### config.mk
export PLATFORM = sky130hd
export DESIGN_NAME = fpu_invalid_operation_exception
export DESIGN_NICKNAME = d
export VERILOG_FILES = /design/src/fpu_inv_pkg.sv /design/src/operand_if.sv /design/src/fpu_invalid_operation_exception.sv /design/src/operand_classify.sv /design/src/response_value.sv
export SDC_FILE = /design/constraint.sdc
export NUM_CORES = 1
export LEC_CHECK = 0
export ABC_AREA = 1
export CAP_MARGIN = 20
export CORE_MARGIN = 2
export CORE_UTILIZATION = 61
export DETAILED_ROUTE_END_ITERATION = 8
export DONT_BUFFER_PORTS = 1
export PLACE_DENSITY = 0.77
export SYNTH_ARGS = -nofsm -noshare
export SYNTH_HDL_FRONTEND = slang
export SYNTH_SLANG_ARGS = --single-unit
### constraint.sdc
create_clock -name mclk -period 6.9 [get_ports mclk]
set_input_delay 1.38 -clock mclk [delete_from_list [all_inputs] [get_ports mclk]]
set_output_delay 1.38 -clock mclk [all_outputs]
set_load 0.01 [all_outputs]
### src/fpu_inv_pkg.sv
// Constants, encodings and types of the invalid-operation exception unit.
// Assumes an 80-bit extended-real operand layout and a 32-bit Wishbone register port.
package fpu_inv_pkg;

   localparam int unsigned EXT_W = 80;
   localparam int unsigned WB_DW = 32;
   localparam int unsigned WB_AW = 8;

   // Register byte offsets
   localparam logic [7:0] ADR_STATUS  = 8'h00;
   localparam logic [7:0] ADR_CONTROL = 8'h04;
   localparam logic [7:0] ADR_TAG     = 8'h08;
   localparam logic [7:0] ADR_RES_LO  = 8'h0C;
   localparam logic [7:0] ADR_RES_MID = 8'h10;
   localparam logic [7:0] ADR_RES_HI  = 8'h14;

   // Status and control word fields
   localparam int unsigned SW_INVALID = 0;
   localparam int unsigned SW_STACK   = 6;
   localparam int unsigned SW_C0      = 8;
   localparam int unsigned SW_C1      = 9;
   localparam int unsigned SW_C2      = 10;
   localparam int unsigned SW_TOP     = 11;
   localparam int unsigned SW_C3      = 14;
   localparam int unsigned CW_MASK    = 0;

   localparam logic [1:0]  TAG_EMPTY      = 2'h3;
   localparam logic [1:0]  TAG_VALID      = 2'h0;
   localparam logic [15:0] TAGS_ALL_EMPTY = 16'hFFFF;
   localparam logic        MASK_RESET     = 1'h1;

   // Operand layout and fixed response encodings
   localparam int unsigned QUIET_BIT      = 62;
   localparam logic [14:0] EXP_MAX        = 15'h7FFF;
   localparam logic [14:0] EXP_ONE        = 15'h3FFF;
   localparam logic [14:0] BCD_EXP_LIMIT  = 15'h403A;
   localparam logic [63:0] BCD_MANT_LIMIT = 64'hDE0B_6B3A_7640_0000;
   localparam logic [79:0] REAL_INDEF     = 80'hFFFF_C000_0000_0000_0000;
   localparam logic [79:0] INT_INDEF      = 80'h0000_8000_0000_0000_0000;
   localparam logic [79:0] BCD_INDEF      = 80'hFFFF_C000_0000_0000_0000;

   typedef enum logic [3:0] {
      OP_OTHER, OP_ADD, OP_SUB, OP_MUL, OP_DIV, OP_COMPARE, OP_REMAINDER, OP_TRIG,
      OP_SQRT, OP_LOG2, OP_LOG2P1, OP_BCD_STORE, OP_EXCHANGE, OP_PUSH, OP_INT_STORE
   } opcode_t;

   typedef enum logic [1:0] {
      RESP_REAL_INDEF, RESP_INT_INDEF, RESP_BCD_INDEF, RESP_QUIET_NAN
   } resp_kind_t;

   typedef enum logic [1:0] {
      ST_IDLE = 2'h0, ST_CHECK = 2'h1, ST_RESPOND = 2'h3
   } fsm_t;

endpackage : fpu_inv_pkg

### src/operand_if.sv
// Carrier for one operand and its classification flags.
// Assumes a classifier drives the flags and the checker drives the value.
`timescale 1ns/1ns
interface operand_if;
   logic [79:0] value;
   logic        isZero;
   logic        isInf;
   logic        isNan;
   logic        isSnan;
   logic        isUnsupported;
   logic        isNeg;
   logic        belowMinusOne;
   logic        bcdTooBig;

   modport producer (input value, output isZero, isInf, isNan, isSnan, isUnsupported,
                     isNeg, belowMinusOne, bcdTooBig);
   modport consumer (output value, input isZero, isInf, isNan, isSnan, isUnsupported,
                     isNeg, belowMinusOne, bcdTooBig);
endinterface : operand_if

### src/fpu_invalid_operation_exception.sv
// Invalid-operation exception unit: stack-fault and invalid-operand detection and responses.
// Assumes the execution unit presents one operation at a time and waits while busy is high.
//
// Local design decisions: the placing of the registers and the Wishbone slave port.
`timescale 1ns/1ns
module fpu_invalid_operation_exception (
   input  wire logic                   mclk,
   input  wire logic                   rst_n,
   input  wire logic                   cyc_i,
   input  wire logic                   stb_i,
   input  wire logic                   we_i,
   input  wire logic [7:0]             adr_i,
   input  wire logic [3:0]             sel_i,
   input  wire logic [31:0]            dat_i,
   output logic      [31:0]            dat_o,
   output logic                        ack_o,
   input  wire logic                   opStart,
   input  wire fpu_inv_pkg::opcode_t   opCode,
   input  wire logic [2:0]             opIndex,
   input  wire logic [79:0]            operandA,
   input  wire logic [79:0]            operandB,
   output logic                        busy,
   output logic                        respValid,
   output logic                        respException,
   output logic                        respWrite,
   output logic      [79:0]            respData,
   output fpu_inv_pkg::resp_kind_t     respKind,
   output logic      [1:0]             fillMask,
   output logic                        faultRaise,
   output logic      [2:0]             stackTop
);
   import fpu_inv_pkg::*;

   typedef struct packed {
      fsm_t       fsm;
      logic       invalidOpFlag;
      logic       stackFaultFlag;
      logic       cond0;
      logic       cond1;
      logic       cond2;
      logic       cond3;
      logic [2:0] top;
      logic       invalidOpMask;
      logic [15:0] tags;
      opcode_t    op;
      logic [2:0] idx;
      logic [79:0] opA;
      logic [79:0] opB;
      logic [79:0] result;
      resp_kind_t kind;
      logic       respValid;
      logic       respException;
      logic       respWrite;
      logic       faultRaise;
      logic [1:0] fillMask;
      logic       ack;
      logic [31:0] rdata;
   } core_state_t;

   typedef struct packed {
      logic       overflow;
      logic       underflow;
      logic       stackFault;
      logic       invalid;
      logic       unordered;
      logic       clearC2;
      logic       writesDest;
      logic       nanUseB;
      resp_kind_t kind;
      logic [1:0] fill;
   } decision_t;

   localparam core_state_t CORE_RESET = '{fsm: ST_IDLE, tags: TAGS_ALL_EMPTY,
      invalidOpMask: MASK_RESET, op: OP_OTHER, kind: RESP_REAL_INDEF, default: '0};

   core_state_t s_reg;
   core_state_t s_next;
   decision_t   dec;
   logic [2:0]  physA;
   logic [2:0]  physB;
   logic [2:0]  physPush;
   logic        emptyA;
   logic        emptyB;
   logic        busWrite;
   logic [79:0] respValue;

   operand_if opA ();
   operand_if opB ();

   assign opA.value = s_reg.opA;
   assign opB.value = s_reg.opB;

   operand_classify u_class_a (.op(opA));
   operand_classify u_class_b (.op(opB));

   response_value u_resp (
      .kind  (dec.kind),
      .nanA  (s_reg.opA),
      .nanB  (s_reg.opB),
      .useB  (dec.nanUseB),
      .value (respValue)
   );

   function automatic logic [1:0] tagOf(input logic [15:0] tags, input logic [2:0] phys);
      tagOf = tags[{phys, 1'h0} +: 2];
   endfunction : tagOf

   function automatic logic twoSource(input opcode_t op);
      twoSource = op inside {OP_ADD, OP_SUB, OP_MUL, OP_DIV, OP_COMPARE, OP_REMAINDER,
                             OP_LOG2, OP_LOG2P1, OP_EXCHANGE};
   endfunction : twoSource

   function automatic logic [31:0] statusWord(input core_state_t st);
      statusWord                 = 32'h0;
      statusWord[SW_INVALID]     = st.invalidOpFlag;
      statusWord[SW_STACK]       = st.stackFaultFlag;
      statusWord[SW_C0]          = st.cond0;
      statusWord[SW_C1]          = st.cond1;
      statusWord[SW_C2]          = st.cond2;
      statusWord[SW_TOP +: 3]    = st.top;
      statusWord[SW_C3]          = st.cond3;
   endfunction : statusWord

   function automatic logic [31:0] laneMask(input logic [3:0] sel);
      laneMask = {{8{sel[3]}}, {8{sel[2]}}, {8{sel[1]}}, {8{sel[0]}}};
   endfunction : laneMask

   assign physA    = s_reg.top;
   assign physB    = 3'(s_reg.top + s_reg.idx);
   assign physPush = 3'(s_reg.top - 3'h1);
   assign emptyA   = (tagOf(s_reg.tags, physA) == TAG_EMPTY);
   assign emptyB   = (tagOf(s_reg.tags, physB) == TAG_EMPTY);
   assign busWrite = cyc_i && stb_i && we_i && s_reg.ack;

   // Decision for the latched operation
   always_comb begin
      dec            = '0;
      dec.kind       = RESP_REAL_INDEF;
      dec.writesDest = 1'h1;
      dec.overflow   = (s_reg.op == OP_PUSH) && (tagOf(s_reg.tags, physPush) != TAG_EMPTY);
      dec.underflow  = !(s_reg.op inside {OP_PUSH, OP_EXCHANGE, OP_BCD_STORE}) &&
                       (emptyA || (twoSource(s_reg.op) && emptyB));
      dec.stackFault = dec.overflow || dec.underflow;
      if (dec.stackFault) begin
         dec.invalid    = 1'h1;
         dec.writesDest = (s_reg.op != OP_COMPARE);
      end else begin
         case (s_reg.op)
            OP_EXCHANGE: begin
               dec.invalid    = emptyA || emptyB;
               dec.fill       = {emptyB, emptyA};
               dec.writesDest = 1'h0;
            end
            OP_BCD_STORE: begin
               dec.invalid = emptyA || opA.isNan || opA.isInf || opA.bcdTooBig;
               dec.kind    = RESP_BCD_INDEF;
            end
            OP_COMPARE: begin
               dec.invalid    = opA.isNan || opB.isNan;
               dec.unordered  = dec.invalid;
               dec.writesDest = 1'h0;
            end
            OP_PUSH: dec.invalid = 1'h0;
            default: begin
               if (opA.isUnsupported || (twoSource(s_reg.op) && opB.isUnsupported)) begin
                  dec.invalid = 1'h1;
               end else if (opA.isSnan || (twoSource(s_reg.op) && opB.isSnan)) begin
                  dec.invalid = 1'h1;
                  dec.kind    = RESP_QUIET_NAN;
                  dec.nanUseB = !opA.isSnan;
               end else begin
                  case (s_reg.op)
                     OP_ADD: dec.invalid = opA.isInf && opB.isInf && (opA.isNeg != opB.isNeg);
                     OP_SUB: dec.invalid = opA.isInf && opB.isInf && (opA.isNeg == opB.isNeg);
                     OP_MUL: dec.invalid = (opA.isInf && opB.isZero) || (opA.isZero && opB.isInf);
                     OP_DIV: dec.invalid = (opA.isInf && opB.isInf) || (opA.isZero && opB.isZero);
                     OP_REMAINDER: begin
                        dec.invalid = opB.isZero || opA.isInf;
                        dec.clearC2 = 1'h1;
                     end
                     OP_TRIG: begin
                        dec.invalid = opA.isInf;
                        dec.clearC2 = 1'h1;
                     end
                     OP_SQRT: dec.invalid = opA.isNeg && !opA.isZero;
                     OP_LOG2: dec.invalid = opA.isNeg && !opA.isZero;
                     OP_LOG2P1: dec.invalid = opA.belowMinusOne;
                     default: dec.invalid = 1'h0;
                  endcase
               end
            end
         endcase
      end
      if (s_reg.op == OP_INT_STORE) begin
         dec.kind = RESP_INT_INDEF;
      end
   end

   always_comb begin
      logic [31:0] mask;
      logic [31:0] merged;
      mask              = laneMask(sel_i);
      merged            = 32'h0;
      s_next            = s_reg;
      s_next.respValid  = 1'h0;
      s_next.faultRaise = 1'h0;
      s_next.ack        = 1'h0;
      if (cyc_i && stb_i && !s_reg.ack) begin
         s_next.ack = 1'h1;
         case (adr_i)
            ADR_STATUS:  s_next.rdata = statusWord(s_reg);
            ADR_CONTROL: s_next.rdata = {31'h0, s_reg.invalidOpMask};
            ADR_TAG:     s_next.rdata = {16'h0, s_reg.tags};
            ADR_RES_LO:  s_next.rdata = s_reg.result[31:0];
            ADR_RES_MID: s_next.rdata = s_reg.result[63:32];
            ADR_RES_HI:  s_next.rdata = {16'h0, s_reg.result[79:64]};
            default:     s_next.rdata = 32'h0;
         endcase
      end
      // Bus writes first, so a same-cycle hardware set below wins over a clear
      if (busWrite) begin
         case (adr_i)
            ADR_STATUS: begin
               merged = (statusWord(s_reg) & ~mask) | (dat_i & mask);
               if (mask[SW_INVALID] && dat_i[SW_INVALID]) s_next.invalidOpFlag = 1'h0;
               if (mask[SW_STACK] && dat_i[SW_STACK]) s_next.stackFaultFlag = 1'h0;
               s_next.cond0 = merged[SW_C0];
               s_next.cond1 = merged[SW_C1];
               s_next.cond2 = merged[SW_C2];
               s_next.cond3 = merged[SW_C3];
               s_next.top   = merged[SW_TOP +: 3];
            end
            ADR_CONTROL: begin
               if (sel_i[0]) s_next.invalidOpMask = dat_i[CW_MASK];
            end
            ADR_TAG: s_next.tags = 16'((({16'h0, s_reg.tags}) & ~mask) | (dat_i & mask));
            default: s_next.rdata = s_next.rdata;
         endcase
      end
      case (s_reg.fsm)
         ST_IDLE: begin
            if (opStart) begin
               s_next.op  = opCode;
               s_next.idx = opIndex;
               s_next.opA = operandA;
               s_next.opB = operandB;
               s_next.fsm = ST_CHECK;
            end
         end
         ST_CHECK: begin
            s_next.fsm       = ST_RESPOND;
            s_next.respValid = 1'h1;
            s_next.kind      = dec.kind;
            s_next.fillMask  = 2'h0;
            if (dec.invalid) begin
               s_next.invalidOpFlag = 1'h1;
            end
            if (dec.stackFault) begin
               s_next.stackFaultFlag = 1'h1;
               s_next.cond1          = dec.overflow;
            end
            if (dec.invalid && !s_reg.invalidOpMask) begin
               // Stack top, tags and result stay put; only the status flags and C1 change, so the handler sees the pre-fault stack
               s_next.faultRaise    = 1'h1;
               s_next.respException = 1'h1;
               s_next.respWrite     = 1'h0;
            end else begin
               s_next.respException = dec.invalid;
               s_next.respWrite     = dec.invalid && dec.writesDest;
               if (dec.invalid && dec.writesDest) s_next.result = respValue;
               if (dec.unordered) begin
                  s_next.cond3 = 1'h1;
                  s_next.cond2 = 1'h1;
                  s_next.cond0 = 1'h1;
               end
               if (dec.invalid && dec.clearC2) s_next.cond2 = 1'h0;
               if (dec.invalid) s_next.fillMask = dec.fill;
               if (dec.fill[0]) s_next.tags[{physA, 1'h0} +: 2] = TAG_VALID;
               if (dec.fill[1]) s_next.tags[{physB, 1'h0} +: 2] = TAG_VALID;
               if (s_reg.op == OP_PUSH) begin
                  s_next.top = physPush;
                  s_next.tags[{physPush, 1'h0} +: 2] = TAG_VALID;
               end
               if (s_reg.op == OP_BCD_STORE) begin
                  s_next.top = 3'(s_reg.top + 3'h1);
                  s_next.tags[{physA, 1'h0} +: 2] = TAG_EMPTY;
               end
            end
         end
         ST_RESPOND: s_next.fsm = ST_IDLE;
         default: s_next.fsm = ST_IDLE;
      endcase
   end

   always_ff @(posedge mclk) begin
      if (!rst_n) begin
         s_reg <= CORE_RESET;
      end else begin
         s_reg <= s_next;
      end
   end

   assign dat_o         = s_reg.rdata;
   assign ack_o         = s_reg.ack;
   assign busy          = (s_reg.fsm != ST_IDLE);
   assign respValid     = s_reg.respValid;
   assign respException = s_reg.respException;
   assign respWrite     = s_reg.respWrite;
   assign respData      = s_reg.result;
   assign respKind      = s_reg.kind;
   assign fillMask      = s_reg.fillMask;
   assign faultRaise    = s_reg.faultRaise;
   assign stackTop      = s_reg.top;

   logic checking;
   assign checking = (s_reg.fsm == ST_CHECK);
endmodule : fpu_invalid_operation_exception

### src/operand_classify.sv
// Combinational classifier of one extended-real operand.
// Assumes the value is stable in the cycle the flags are used.
`timescale 1ns/1ns
module operand_classify (
   operand_if.producer op
);
   import fpu_inv_pkg::*;

   logic [14:0] expo;
   logic [63:0] mant;
   logic        expAllOnes;

   assign expo       = op.value[78:64];
   assign mant       = op.value[63:0];
   assign expAllOnes = (expo == EXP_MAX);

   // Unnormals, pseudo-NaNs and pseudo-infinities lack the explicit integer bit
   assign op.isUnsupported = (expo != 15'h0) && !mant[63];
   assign op.isZero        = (expo == 15'h0) && (mant == 64'h0);
   assign op.isInf         = expAllOnes && mant[63] && (mant[62:0] == 63'h0);
   assign op.isNan         = expAllOnes && mant[63] && (mant[62:0] != 63'h0);
   assign op.isSnan        = op.isNan && !mant[QUIET_BIT];
   assign op.isNeg         = op.value[79];
   assign op.belowMinusOne = op.value[79] && !op.isNan && !op.isUnsupported &&
                             ((expo > EXP_ONE) || ((expo == EXP_ONE) && (mant[62:0] != 63'h0)));
   // Magnitude test only; rounding to integer before the digit check is not modelled
   assign op.bcdTooBig     = (expo > BCD_EXP_LIMIT) ||
                             ((expo == BCD_EXP_LIMIT) && (mant >= BCD_MANT_LIMIT));
endmodule : operand_classify

### src/response_value.sv
// Masked-response value selector: fixed indefinites or a quieted NaN.
// Assumes the operands come from registers of the caller and kind from its combinational decode of them.
`timescale 1ns/1ns
module response_value (
   input  wire fpu_inv_pkg::resp_kind_t kind,
   input  wire logic [79:0]             nanA,
   input  wire logic [79:0]             nanB,
   input  wire logic                    useB,
   output logic      [79:0]             value
);
   import fpu_inv_pkg::*;

   always_comb begin
      value = REAL_INDEF;
      case (kind)
         RESP_INT_INDEF: value = INT_INDEF;
         RESP_BCD_INDEF: value = BCD_INDEF;
         RESP_QUIET_NAN: begin
            value            = useB ? nanB : nanA;
            value[QUIET_BIT] = 1'h1;
         end
         default: value = REAL_INDEF;
      endcase
   end
endmodule : response_value

==> metrics.txt, run 1 <==
number of antenna-violating nets in the routed design 0; Max VDD drop 0.1817 mV; Die W 168.8 um; FP Rows 60; crit path capture type register; hold buffer count at CTS 0; global-route wire length before repair 79,210 um; crit path buf inv count 2; buffers added on ports 0; die area 28,500 um2; Crit path max-delay family compound AO/OA/AOI/OAI gates; Post-CTS Resized 0; Die Y-Extent 168.8 um; period utilisation layout 77.96%; final-report hold violation count 0; Distinct cells, synth 50; H-tree lvl count 2; Worst EP required 7340 ps; critical path class register to register; Cells after Synth 2,523; CTS tree yes; fin. max-slew vios 0; mapped cell area 16,570 um2; Via density 5.824; Post-Route Setup TNS 0 ps; drt drc 0; setup violators final 0; routed wire length 53,120 um; commonest non-fill, non-tap cells in the layout nor2_1 (649), nand2_1 (397), dfxtp_1 (316), o21ai_0 (234), inv_1 (216); Placer Congestion 0.9591; wire length per cell 19.77 um; number of synthesized flops with an enable pin 0; core area 26,800 um2; Final Util 62.53%; pre-CTS setup slack 1817 ps; CP arrival 5820 ps; Most used DFF post-synth dfxtp_1; Yosys reg bits 316; GR Overflow Total 0; Num CTS Buffers 34; Mapped Nets 2,756; Peak Freq 185.9 MHz; worst reg2reg startpoint stackTop[1]; max_slew headroom 28.71%; Hold/Removal Path Class register to register; post-synthesis sequential area ratio 38.17%; Critical Path Max Stage Delay 1120 ps; CP Launch Type register; GR met3 Demand/Resource 9.235%; met1 Resource Use GR 49.91%; layout cell share with drive strength beyond 1 4.528%; Root Driver clkbuf_16; via count 15,650; Synth async-reset ratio 0%; Pwr Total 4523 uW; largest net degree at the start of global routing 254; Initial Utilization 61.83%; Final min period 5379 ps; Ports 342; Slew @ Worst Pin 1069 ps; Worst-Skew Late Latency 510 ps; initial antenna violation count 4; final net count 2,557; vias in the first global route 13,780; buffer depth of the longest clock path 3; syn_area_per_cell 6.568 um2; worst setup margin 1521 ps; Synth-to-Final Area Change 1.117%; maximum fanout along the worst path 52; outcome finished, final reports clean; Crit. Startpoint stackTop[1]; clk_skew 18.18 ps; Hold Crit Start s_reg[315]; Final HPWL DP 38,360 um; clock sink count 316; crit-path cells inv_1 -> fa_1 -> inv_1 -> a21oi_1 -> o21ai_0 -> nand3_1 -> o21ai_0 -> nand2_2 -> nand2_2 -> a21oi_2 -> nand3_2 -> a211oi_1 -> nor2_1 -> nor2_1; clock transition at the registers of the reported paths 60 ps; pwr dens 269.9 nW/um2; # fillers 2,559; total global-route track usage 35.86%; GRT Max-Usage Layer met2; Yosys warnings 0; GR Util met2 53.71%; Max Cap Violations 0; critical path's slowest cell a211oi_1; Post-CTS Setup Bufs 0; static leakage power 0.007281 uW; drt first pass iters 6; leading cell type in the layout, fill and taps excluded nor2_1; RSZ-0062 raised after global routing no; DRT iter0 DRCs 1,811
[per-stage QoR]
stage / hold slack, ps / instance area (um2) / std cells
CTS: 471.6 / 16670 / 2679
floorplan: 424.3 / 16570 / 2523
detailed placement: 462.6 / 15610 / 2626
global placement: 456.2 / 15610 / 2626
global route: 490.3 / 16750 / 2684
finish: 471.6 / 16760 / 2687
[worst register-to-register path: cells and delay by family (launching register included)]
family	cells	cell delay (ps)
simple gates	6	1340
flops	1	580
fa+ha+maj	1	960
compound gates	5	1800
buf+inv	2	630
[path summary, 6_finish.rpt]
| kind | to | slack [ps] | cells past startpoint |
|---|---|---|---|
| worst max-delay path | respData[37] | 1520 | 14 |
| worst min-delay path | s_reg[314] | 470 | 1 |
| worst max register to register | respData[37] | 1520 | 14 |
| worst min register to register | s_reg[314] | 470 | 1 |
[where the power goes]
group	switching (uW)	internal (uW)	total, uW
Combinational	430	194	624
Sequential	155	1970	2130
Clock	729	1040	1770
[synth_stat cells, types with 3 or more instances]
master / instances / area, um2
nand2_2: 4 / 25.02
ha_1: 15 / 187.7
dfxtp_1: 316 / 6326
nand3_1: 69 / 345.3
buf_4: 122 / 915.9
buf_6: 12 / 135.1
nor4_1: 6 / 37.54
o21bai_1: 6 / 45.04
nor3_1: 65 / 325.3
a211oi_1: 12 / 90.09
inv_2: 6 / 22.52
nor2_1: 652 / 2447
a21boi_0: 3 / 22.52
nor3_2: 10 / 100.1
nand4_1: 25 / 156.4
a31oi_1: 5 / 31.28
o21bai_2: 5 / 56.30
buf_2: 18 / 90.09
nor2_4: 3 / 33.78
nor2_2: 5 / 31.28
o21ai_0: 234 / 1171
o22ai_1: 53 / 331.6
nand2_1: 397 / 1490
clkbuf_1: 93 / 349.1
inv_1: 217 / 814.5
buf_1: 4 / 15.01
a21oi_1: 125 / 625.6
o211ai_1: 3 / 22.52
o221ai_1: 9 / 78.83
[layer usage]
| metal | share of wire, % | vias to the layer above |
|---|---|---|
| met3 | 12 | 126 |
| met2 | 42 | 847 |
| li1 | - | 7583 |
| met5 | 0 | - |
| met4 | 3.9 | 0 |
| met1 | 42 | 7093 |
[cell type report]
type	count	area (um2)	area share, %
diodes	5	12.51	0.07467
clock buffers	48	1005	5.996
clock inverters	5	53.80	0.3211
inverters	225	849.6	5.070
multi-input cells	1733	7914	47.23
flip-flops and latches	316	6326	37.75
well taps	341	426.7	2.546
repair buffers	14	170.2	1.015
[logic make-up (layout without fill, tap and decap cells)]
logic type	Yosys count	after routing	share of synthesized area, %
XOR/XNOR	4	4	0.2568
flip-flops	316	316	38.17
AND/OR/NAND/NOR	1242	1242	30.40
other	0	5	0
buffers and inverters	474	292	14.18
adder cells (fa/ha/maj)	16	16	1.253
AO/OA/AOI/OAI	469	469	15.62
multiplexers	2	2	0.1208
(Power assumes the default switching activity.)
==> run 2: changes to the inputs <==
--- a/config.mk
+++ b/config.mk
@@ -5,7 +5,7 @@
 export SDC_FILE = /design/constraint.sdc
 export NUM_CORES = 1
 export LEC_CHECK = 0
-export ABC_AREA = 1
+export ABC_AREA = 0
 export CAP_MARGIN = 20
 export CORE_MARGIN = 2
 export CORE_UTILIZATION = 61
==> constraint.sdc (replaced) <==
create_clock -name mclk -period 5 [get_ports mclk]
set_input_delay 1 -clock mclk [delete_from_list [all_inputs] [get_ports mclk]]
set_output_delay 1 -clock mclk [all_outputs]
set_load 0.01 [all_outputs]
==> run 2 against run 1 <==
Final area fell by 8.4%. Register-to-register slack got worse by 400 ps. Clock skew fell by 2.4 ps. Synthesized area fell by 9.7%. Hold slack got worse by 9.6 ps. Wire length fell by 11%. Largest power group unchanged. Highest routed layer is now met5.
==> metrics.txt, run 2 <==
outcome finished, final reports clean; vias in the first global route 11,820 (-14%); Via density 6.565 (+13%); Synth async-reset ratio 0% (unchanged); number of synthesized flops with an enable pin 0 (unchanged); RSZ-0062 raised after global routing no; RR Endpoint respData[64]; Die W 160.6 um (-4.9%); Post-synth top cells nand2_1 (401), dfxtp_1 (316), a21oi_1 (233); FF+latch area 6326 um2 (unchanged); clk_skew 15.78 ps (-2.398 ps); Hold/Removal Path Class register to register; Post-Route Setup TNS 0 ps (unchanged); Synth top area share 42.27% (+4.1 points); leading cell type in the layout, fill and taps excluded nand2_1; Most used DFF post-synth dfxtp_1; global-route wire length before repair 70,830 um (-11%); post-synthesis sequential area ratio 42.27% (+4.1 points); maximum fanout along the worst path 78 (+50%); crit path buf inv count 1 (-1); Worst Hold Path EP s_reg[282]; crit-path cells nor4_1 -> nand4_1 -> nor4_1 -> nor4_1 -> nor4b_2 -> a31o_2 -> a31oi_4 -> a21oi_4 -> buf_12 -> a21o_1; Multi-input gate area 7214 um2 (-8.8%); Yosys warnings 0 (unchanged); total global-route track usage 35.42% (-0.44 points); fin. max-slew vios 0 (unchanged); Max Cap Violations 0 (unchanged); worst reg2reg startpoint opB.value[52]; buffers added on ports 0 (unchanged); Distinct cells, synth 69 (+38%); commonest non-fill, non-tap cells in the layout nand2_1 (400), dfxtp_1 (316), a21oi_1 (233), nor2_1 (97), mux2i_1 (91); number of antenna-violating nets in the routed design 0 (unchanged); Max VDD drop 0.2438 mV (+34%); hold buffer count at CTS 0 (unchanged); DRT iter0 DRCs 1,584 (-13%); die area 25,800 um2 (-9.5%); final net count 1,844 (-28%); critical path's slowest cell nor4_1; drt drc 0 (unchanged); Num CTS Buffers 34 (unchanged); Final Util 63.49% (+0.97 points); cell taking the most area after synthesis dfxtp_1; setup violators final 0 (unchanged); clock sink count 316 (unchanged); GR Overflow Total 0 (unchanged); antenna cells 0 (-5); buffer depth of the longest clock path 3 (unchanged); Worst-Skew Late Latency 530 ps (+20 ps); Post-CTS Resized 0 (unchanged); critical path class register to register; Crit path max-delay family simple AND/OR/NAND/NOR gates; CP Launch Type register; Hold Crit Start s_reg[282]; # fillers 2,088 (-18%); Slew @ Worst Pin 1157 ps (+87.20 ps); Critical Path Max Stage Delay 1000 ps (-120 ps); wire length per cell 24.15 um (+22%); Peak Freq 257.7 MHz (+39%); Mapped Nets 2,033 (-26%); Yosys reg bits 316 (unchanged); CP arrival 4340 ps (-1480 ps); H-tree lvl count 2 (unchanged); crit path capture type register; layout cell share with drive strength beyond 1 6.487% (+2.0 points); dominant cells by area after synthesis dfxtp_1 (42%), nand2_1 (10%), a21oi_1 (7.8%); Initial Utilization 61.90% (about the same); routed wire length 47,280 um (-11%); CTS tree yes; largest net degree at the start of global routing 123 (-52%); period utilisation layout 77.60% (-0.36 points); Final HPWL DP 34,440 um (-10%); r2r worst-path depth 10 (-4); pwr dens 376.5 nW/um2 (+40%); syn_area_per_cell 8.314 um2 (+27%); hold path cells 2 (+1); drt first pass iters 6 (unchanged); FP Rows 57 (-5.0%); static leakage power 0.005892 uW (-19%); Post-CTS Setup Bufs 0 (unchanged); Placer Congestion 0.9579 (-0.13%); initial antenna violation count 1 (-3); mapped cell area 14,960 um2 (-9.7%); Root Driver clkbuf_16; clock transition at the registers of the reported paths 60 ps (about the same); final-report hold violation count 0 (unchanged); most common cell in the netlist nand2_1; Cells after Synth 1,800 (-29%); R2R Setup Slk 1120 ps (-400 ps); Most Frequent Cell on Critical Path nor4_1; core area 24,180 um2 (-9.8%); via count 12,850 (-18%); Die Y-Extent 160.6 um (-4.9%); Synth-to-Final Area Change 2.584%; Worst EP required 5460 ps (-1880 ps); Final min period 3880 ps (-1499 ps); max_slew headroom 22.18% (-6.5 points); Ports 342 (unchanged)
## run 2: cell count changes in the layout (fill, tap and decap cells not counted), sizes merged, moves of 16 or more
cell | before | now
nor4 | 6 | 39
a21o | 0 | 20
nor3 | 75 | 16
nand3 | 71 | 11
a22oi | 1 | 28
nor2 | 660 | 97
mux2i | 2 | 91
inv | 224 | 19
o21ai | 236 | 12
a21oi | 126 | 234
o2bb2ai | 0 | 63
o22ai | 53 | 4
o211ai | 3 | 19
## run 2: report_power, final
group	leakage, uW	internal [uW]	switching (uW)	total, uW
clock	0.000557	1500	1050	2550
sequential	0.00258	2620	128	2750
combinational	0.00276	166	312	477
total	0.00589	4290	1490	5780
## run 2: how the worst max path moves through the flow
stage / endpoint / startpoint / cells past startpoint
2_1_floorplan: respData[52] / stackTop[0] / 14
3_3_place_gp: respData[74] / opB.value[52] / 10
3_5_place_dp: respData[64] / opB.value[52] / 10
4_1_cts: respData[64] / opB.value[52] / 10
5_1_grt: respData[64] / opA.value[53] / 10
6_report: respData[64] / opB.value[52] / 10
## run 2: logic make-up (layout without fill, tap and decap cells)
group,after synthesis,after routing,share of synthesized area [%]
buf+inv,261,95,9.699
flops,316,316,42.27
compound gates,441,441,19.16
mux,106,106,7.592
fa+ha+maj,16,16,1.388
simple gates,656,656,19.56
xor+xnor,4,4,0.3345
## run 2: layout make-up
class,instances,share of cell area [%]
multi-input combinational,1223,47.00
tap,324,2.641
sequential,316,41.21
timing repair buffer,20,1.386
inverter,16,0.4238
clock inverter,11,0.8640
clock buffer,48,6.480
## run 2: routing by layer
layer	up-vias	routed length [um]	track usage [%]
met4	2	1931	13.10
met5	-	12	0
met1	6080	19410	49.29
li1	5865	-	-
met2	779	20480	53.78
met3	128	5440	8.264
## run 2: per-stage QoR
step / hold WS [ps] / cells / setup WS [ps] / total power, uW / area, um2
floorplan: 436.3 / 1800 / 1365 / 3148 / 14960
global placement: 447.0 / 1899 / 1280 / 3257 / 14220
detailed placement: 455.5 / 1899 / 1217 / 3270 / 14220
CTS: 464.2 / 1958 / 1200 / 5785 / 15350
global route: 492.5 / 1958 / 918.7 / 5961 / 15350
finish: 462.0 / 1958 / 1120 / 5780 / 15350
## run 2: tightest hold or removal path, delay by kind of cell, from the launching register on
family          cells  cell delay (ps)
compound gates      1               50
flops               1              310
simple gates        1               50
==> run 3: changes to the inputs <==
==> constraint.sdc (replaced) <==
create_clock -name mclk -period 4.01 [get_ports mclk]
set_input_delay 0.802 -clock mclk [delete_from_list [all_inputs] [get_ports mclk]]
set_output_delay 0.802 -clock mclk [all_outputs]
set_load 0.01 [all_outputs]
==> run 3 against run 2 <==
Clock skew rose by 6.4 ps. Cell count rose by 0.82%. Wire length increased by 0.63%. Via count fell by 0.86%. Critical path type unchanged. Core utilization up 0.62 points. Fmax is 5.5% higher. Global-route usage barely moved. Non-clock buffer count is 15 higher. Flip-flop and latch count unchanged. Largest power group unchanged.
==> metrics.txt, run 3 (synthesized netlist as in run 2, its figures left out) <==
Critical Path Max Stage Delay 720 ps (-280 ps); setup violators final 0 (unchanged); commonest non-fill, non-tap cells in the layout nand2_1 (400), dfxtp_1 (316), a21oi_1 (233), nor2_1 (97), mux2i_1 (91); outcome finished, final reports clean; drt first pass iters 6 (unchanged); Peak Freq 272.0 MHz (+5.5%); critical path class register to register; Post-Route Setup TNS 0 ps (unchanged); final-report hold violation count 0 (unchanged); Post-CTS Resized 0 (unchanged); hold buffer count at CTS 0 (unchanged); drt drc 0 (unchanged); number of antenna-violating nets in the routed design 0 (unchanged); worst setup margin 333.0 ps (-786.9 ps); Worst EP required 4390 ps (-1070 ps); core area 24,180 um2 (unchanged); combinational fraction of design power 8.4% (about the same); Via density 6.455 (-1.7%); antenna cells 0 (unchanged); hold path cells 1 (-1); clk_skew 22.19 ps (+6.408 ps); Ports 342 (unchanged); worst reg2reg startpoint s_reg[281]; CP arrival 4060 ps (-280 ps); Max Cap Violations 0 (unchanged); Max VDD drop 0.3299 mV (+35%); max_slew headroom 44.28% (+22 points); Synth-to-Final Area Change 3.587%; leading cell type in the layout, fill and taps excluded nand2_1; Slew @ Worst Pin 835.8 ps (-320.8 ps); Die Y-Extent 160.6 um (unchanged); Final min period 3677 ps (-203.1 ps); routed wire length 47,570 um (+0.63%); CTS tree yes; largest net degree at the start of global routing 103 (-16%); Final HPWL DP 35,300 um (+2.5%); Num CTS Buffers 34 (unchanged); Die W 160.6 um (unchanged); FF+latch area 6326 um2 (unchanged); Clk pwr share 44.2% (about the same); layout cell share with drive strength beyond 1 7.515% (+1.0 points); clock transition at the registers of the reported paths 60 ps (about the same); buffers added on ports 0 (unchanged); die area 25,800 um2 (unchanged); DRT iter0 DRCs 1,557 (-1.7%); # fillers 2,147 (+2.8%); pwr dens 467.8 nW/um2 (+24%); Sw Share 25.40% (-0.32 points); Hold/Removal Path Class input pin to register; pre-CTS setup slack 444.2 ps (-773.1 ps); RR Endpoint s_reg[288]; maximum fanout along the worst path 22 (-72%); Power Internal 5410 uW (+26%); total global-route track usage 35.40% (about the same); crit path capture type register; period utilisation layout 91.70% (+14 points); NetSw 1842 uW (+24%); buffer depth of the longest clock path 3 (unchanged); clock sink count 316 (unchanged); vias in the first global route 11,810 (-0.068%); Worst-Skew Late Latency 520 ps (about the same); FP Rows 57 (unchanged); Multi-input gate area 7214 um2 (unchanged); r2r worst-path depth 14 (+4); Reg power frac 47.3% (-0.3 points); Worst Hold Path EP s_reg[304]; initial antenna violation count 0 (-1); Root Driver clkbuf_16; CP Launch Type register; fin. max-slew vios 0 (unchanged); H-tree lvl count 2 (unchanged); global-route wire length before repair 70,490 um (-0.48%); crit-path cells ha_1 -> inv_1 -> fa_1 -> mux2i_1 -> a221oi_1 -> a22oi_1 -> o21ai_0 -> a31oi_1 -> buf_4 -> and2_1 -> a31oi_1 -> buf_4 -> nand2b_1 -> o221ai_1; Placer Congestion 0.9668 (+0.93%); Post-CTS Setup Bufs 0 (unchanged); Initial Utilization 61.90% (unchanged); wire length per cell 24.10 um (-0.19%); via count 12,740 (-0.86%); critical path's slowest cell fa_1; Final Util 64.12% (+0.62 points); final net count 1,859 (+0.81%); static leakage power 0.005992 uW (+1.7%); RSZ-0062 raised after global routing no; R2R Setup Slk 330 ps (-790 ps); GR Overflow Total 0 (unchanged); Hold Crit Start rst_n
==> run 3: routing by layer <==
metal	global-route usage [%]	vias to the layer above	part of all wire (%)
li1	-	5891	-
met1	49.70	6094	43
met2	54.57	657	44
met3	7.619	101	10
met4	11.43	0	3.4
met5	0	-	0
==> run 3: area by class of cell <==
| class | instances | share of cell area, % |
|---|---|---|
| sequential | 316 | 40.81 |
| timing repair buffer | 35 | 2.179 |
| multi-input combinational | 1223 | 46.54 |
| inverter | 16 | 0.4197 |
| clock inverter | 11 | 0.7991 |
| clock buffer | 49 | 6.635 |
| tap | 324 | 2.615 |
==> run 3: worst max-delay path: cells and delay by family (launching register included) <==
family | cells | cell delay (ps)
muxes | 1 | 130
AOI/OAI and AO/OA | 6 | 1210
buffers and inverters | 3 | 500
adders and majority gates | 2 | 880
DFF | 1 | 380
and+or+nand+nor | 2 | 430
==> run 3: power by group through the flow <==
stage          sequential (uW)  clock [uW]  combinational, uW
2_1_floorplan             3420           0                506
3_3_place_gp              3490           0                589
3_5_place_dp              3490           0                600
4_1_cts                   3420        3220                604
5_1_grt                   3440        3340                675
6_report                  3430        3210                612
==> run 3: worst max path at each step <==
stage | from | end | slack (ps) | depth (start not counted)
finish | s_reg[281] | s_reg[288] | 330 | 14
CTS | s_reg[281] | respData[39] | 420 | 13
floorplan | stackTop[0] | respData[52] | 370 | 14
detailed placement | s_reg[281] | respData[61] | 440 | 13
global placement | s_reg[281] | respData[3] | 480 | 13
global route | s_reg[281] | s_reg[296] | 120 | 14
==> run 3: through the flow <==
step	cells	hold slack (ps)	area [um2]	total power, uW
global placement	1914	446.0	14350	4076
detailed placement	1914	459.6	14350	4093
global route	1974	353.3	15500	7459
CTS	1974	350.0	15500	7250
finish	1974	369.6	15500	7252
floorplan	1800	436.3	14960	3925
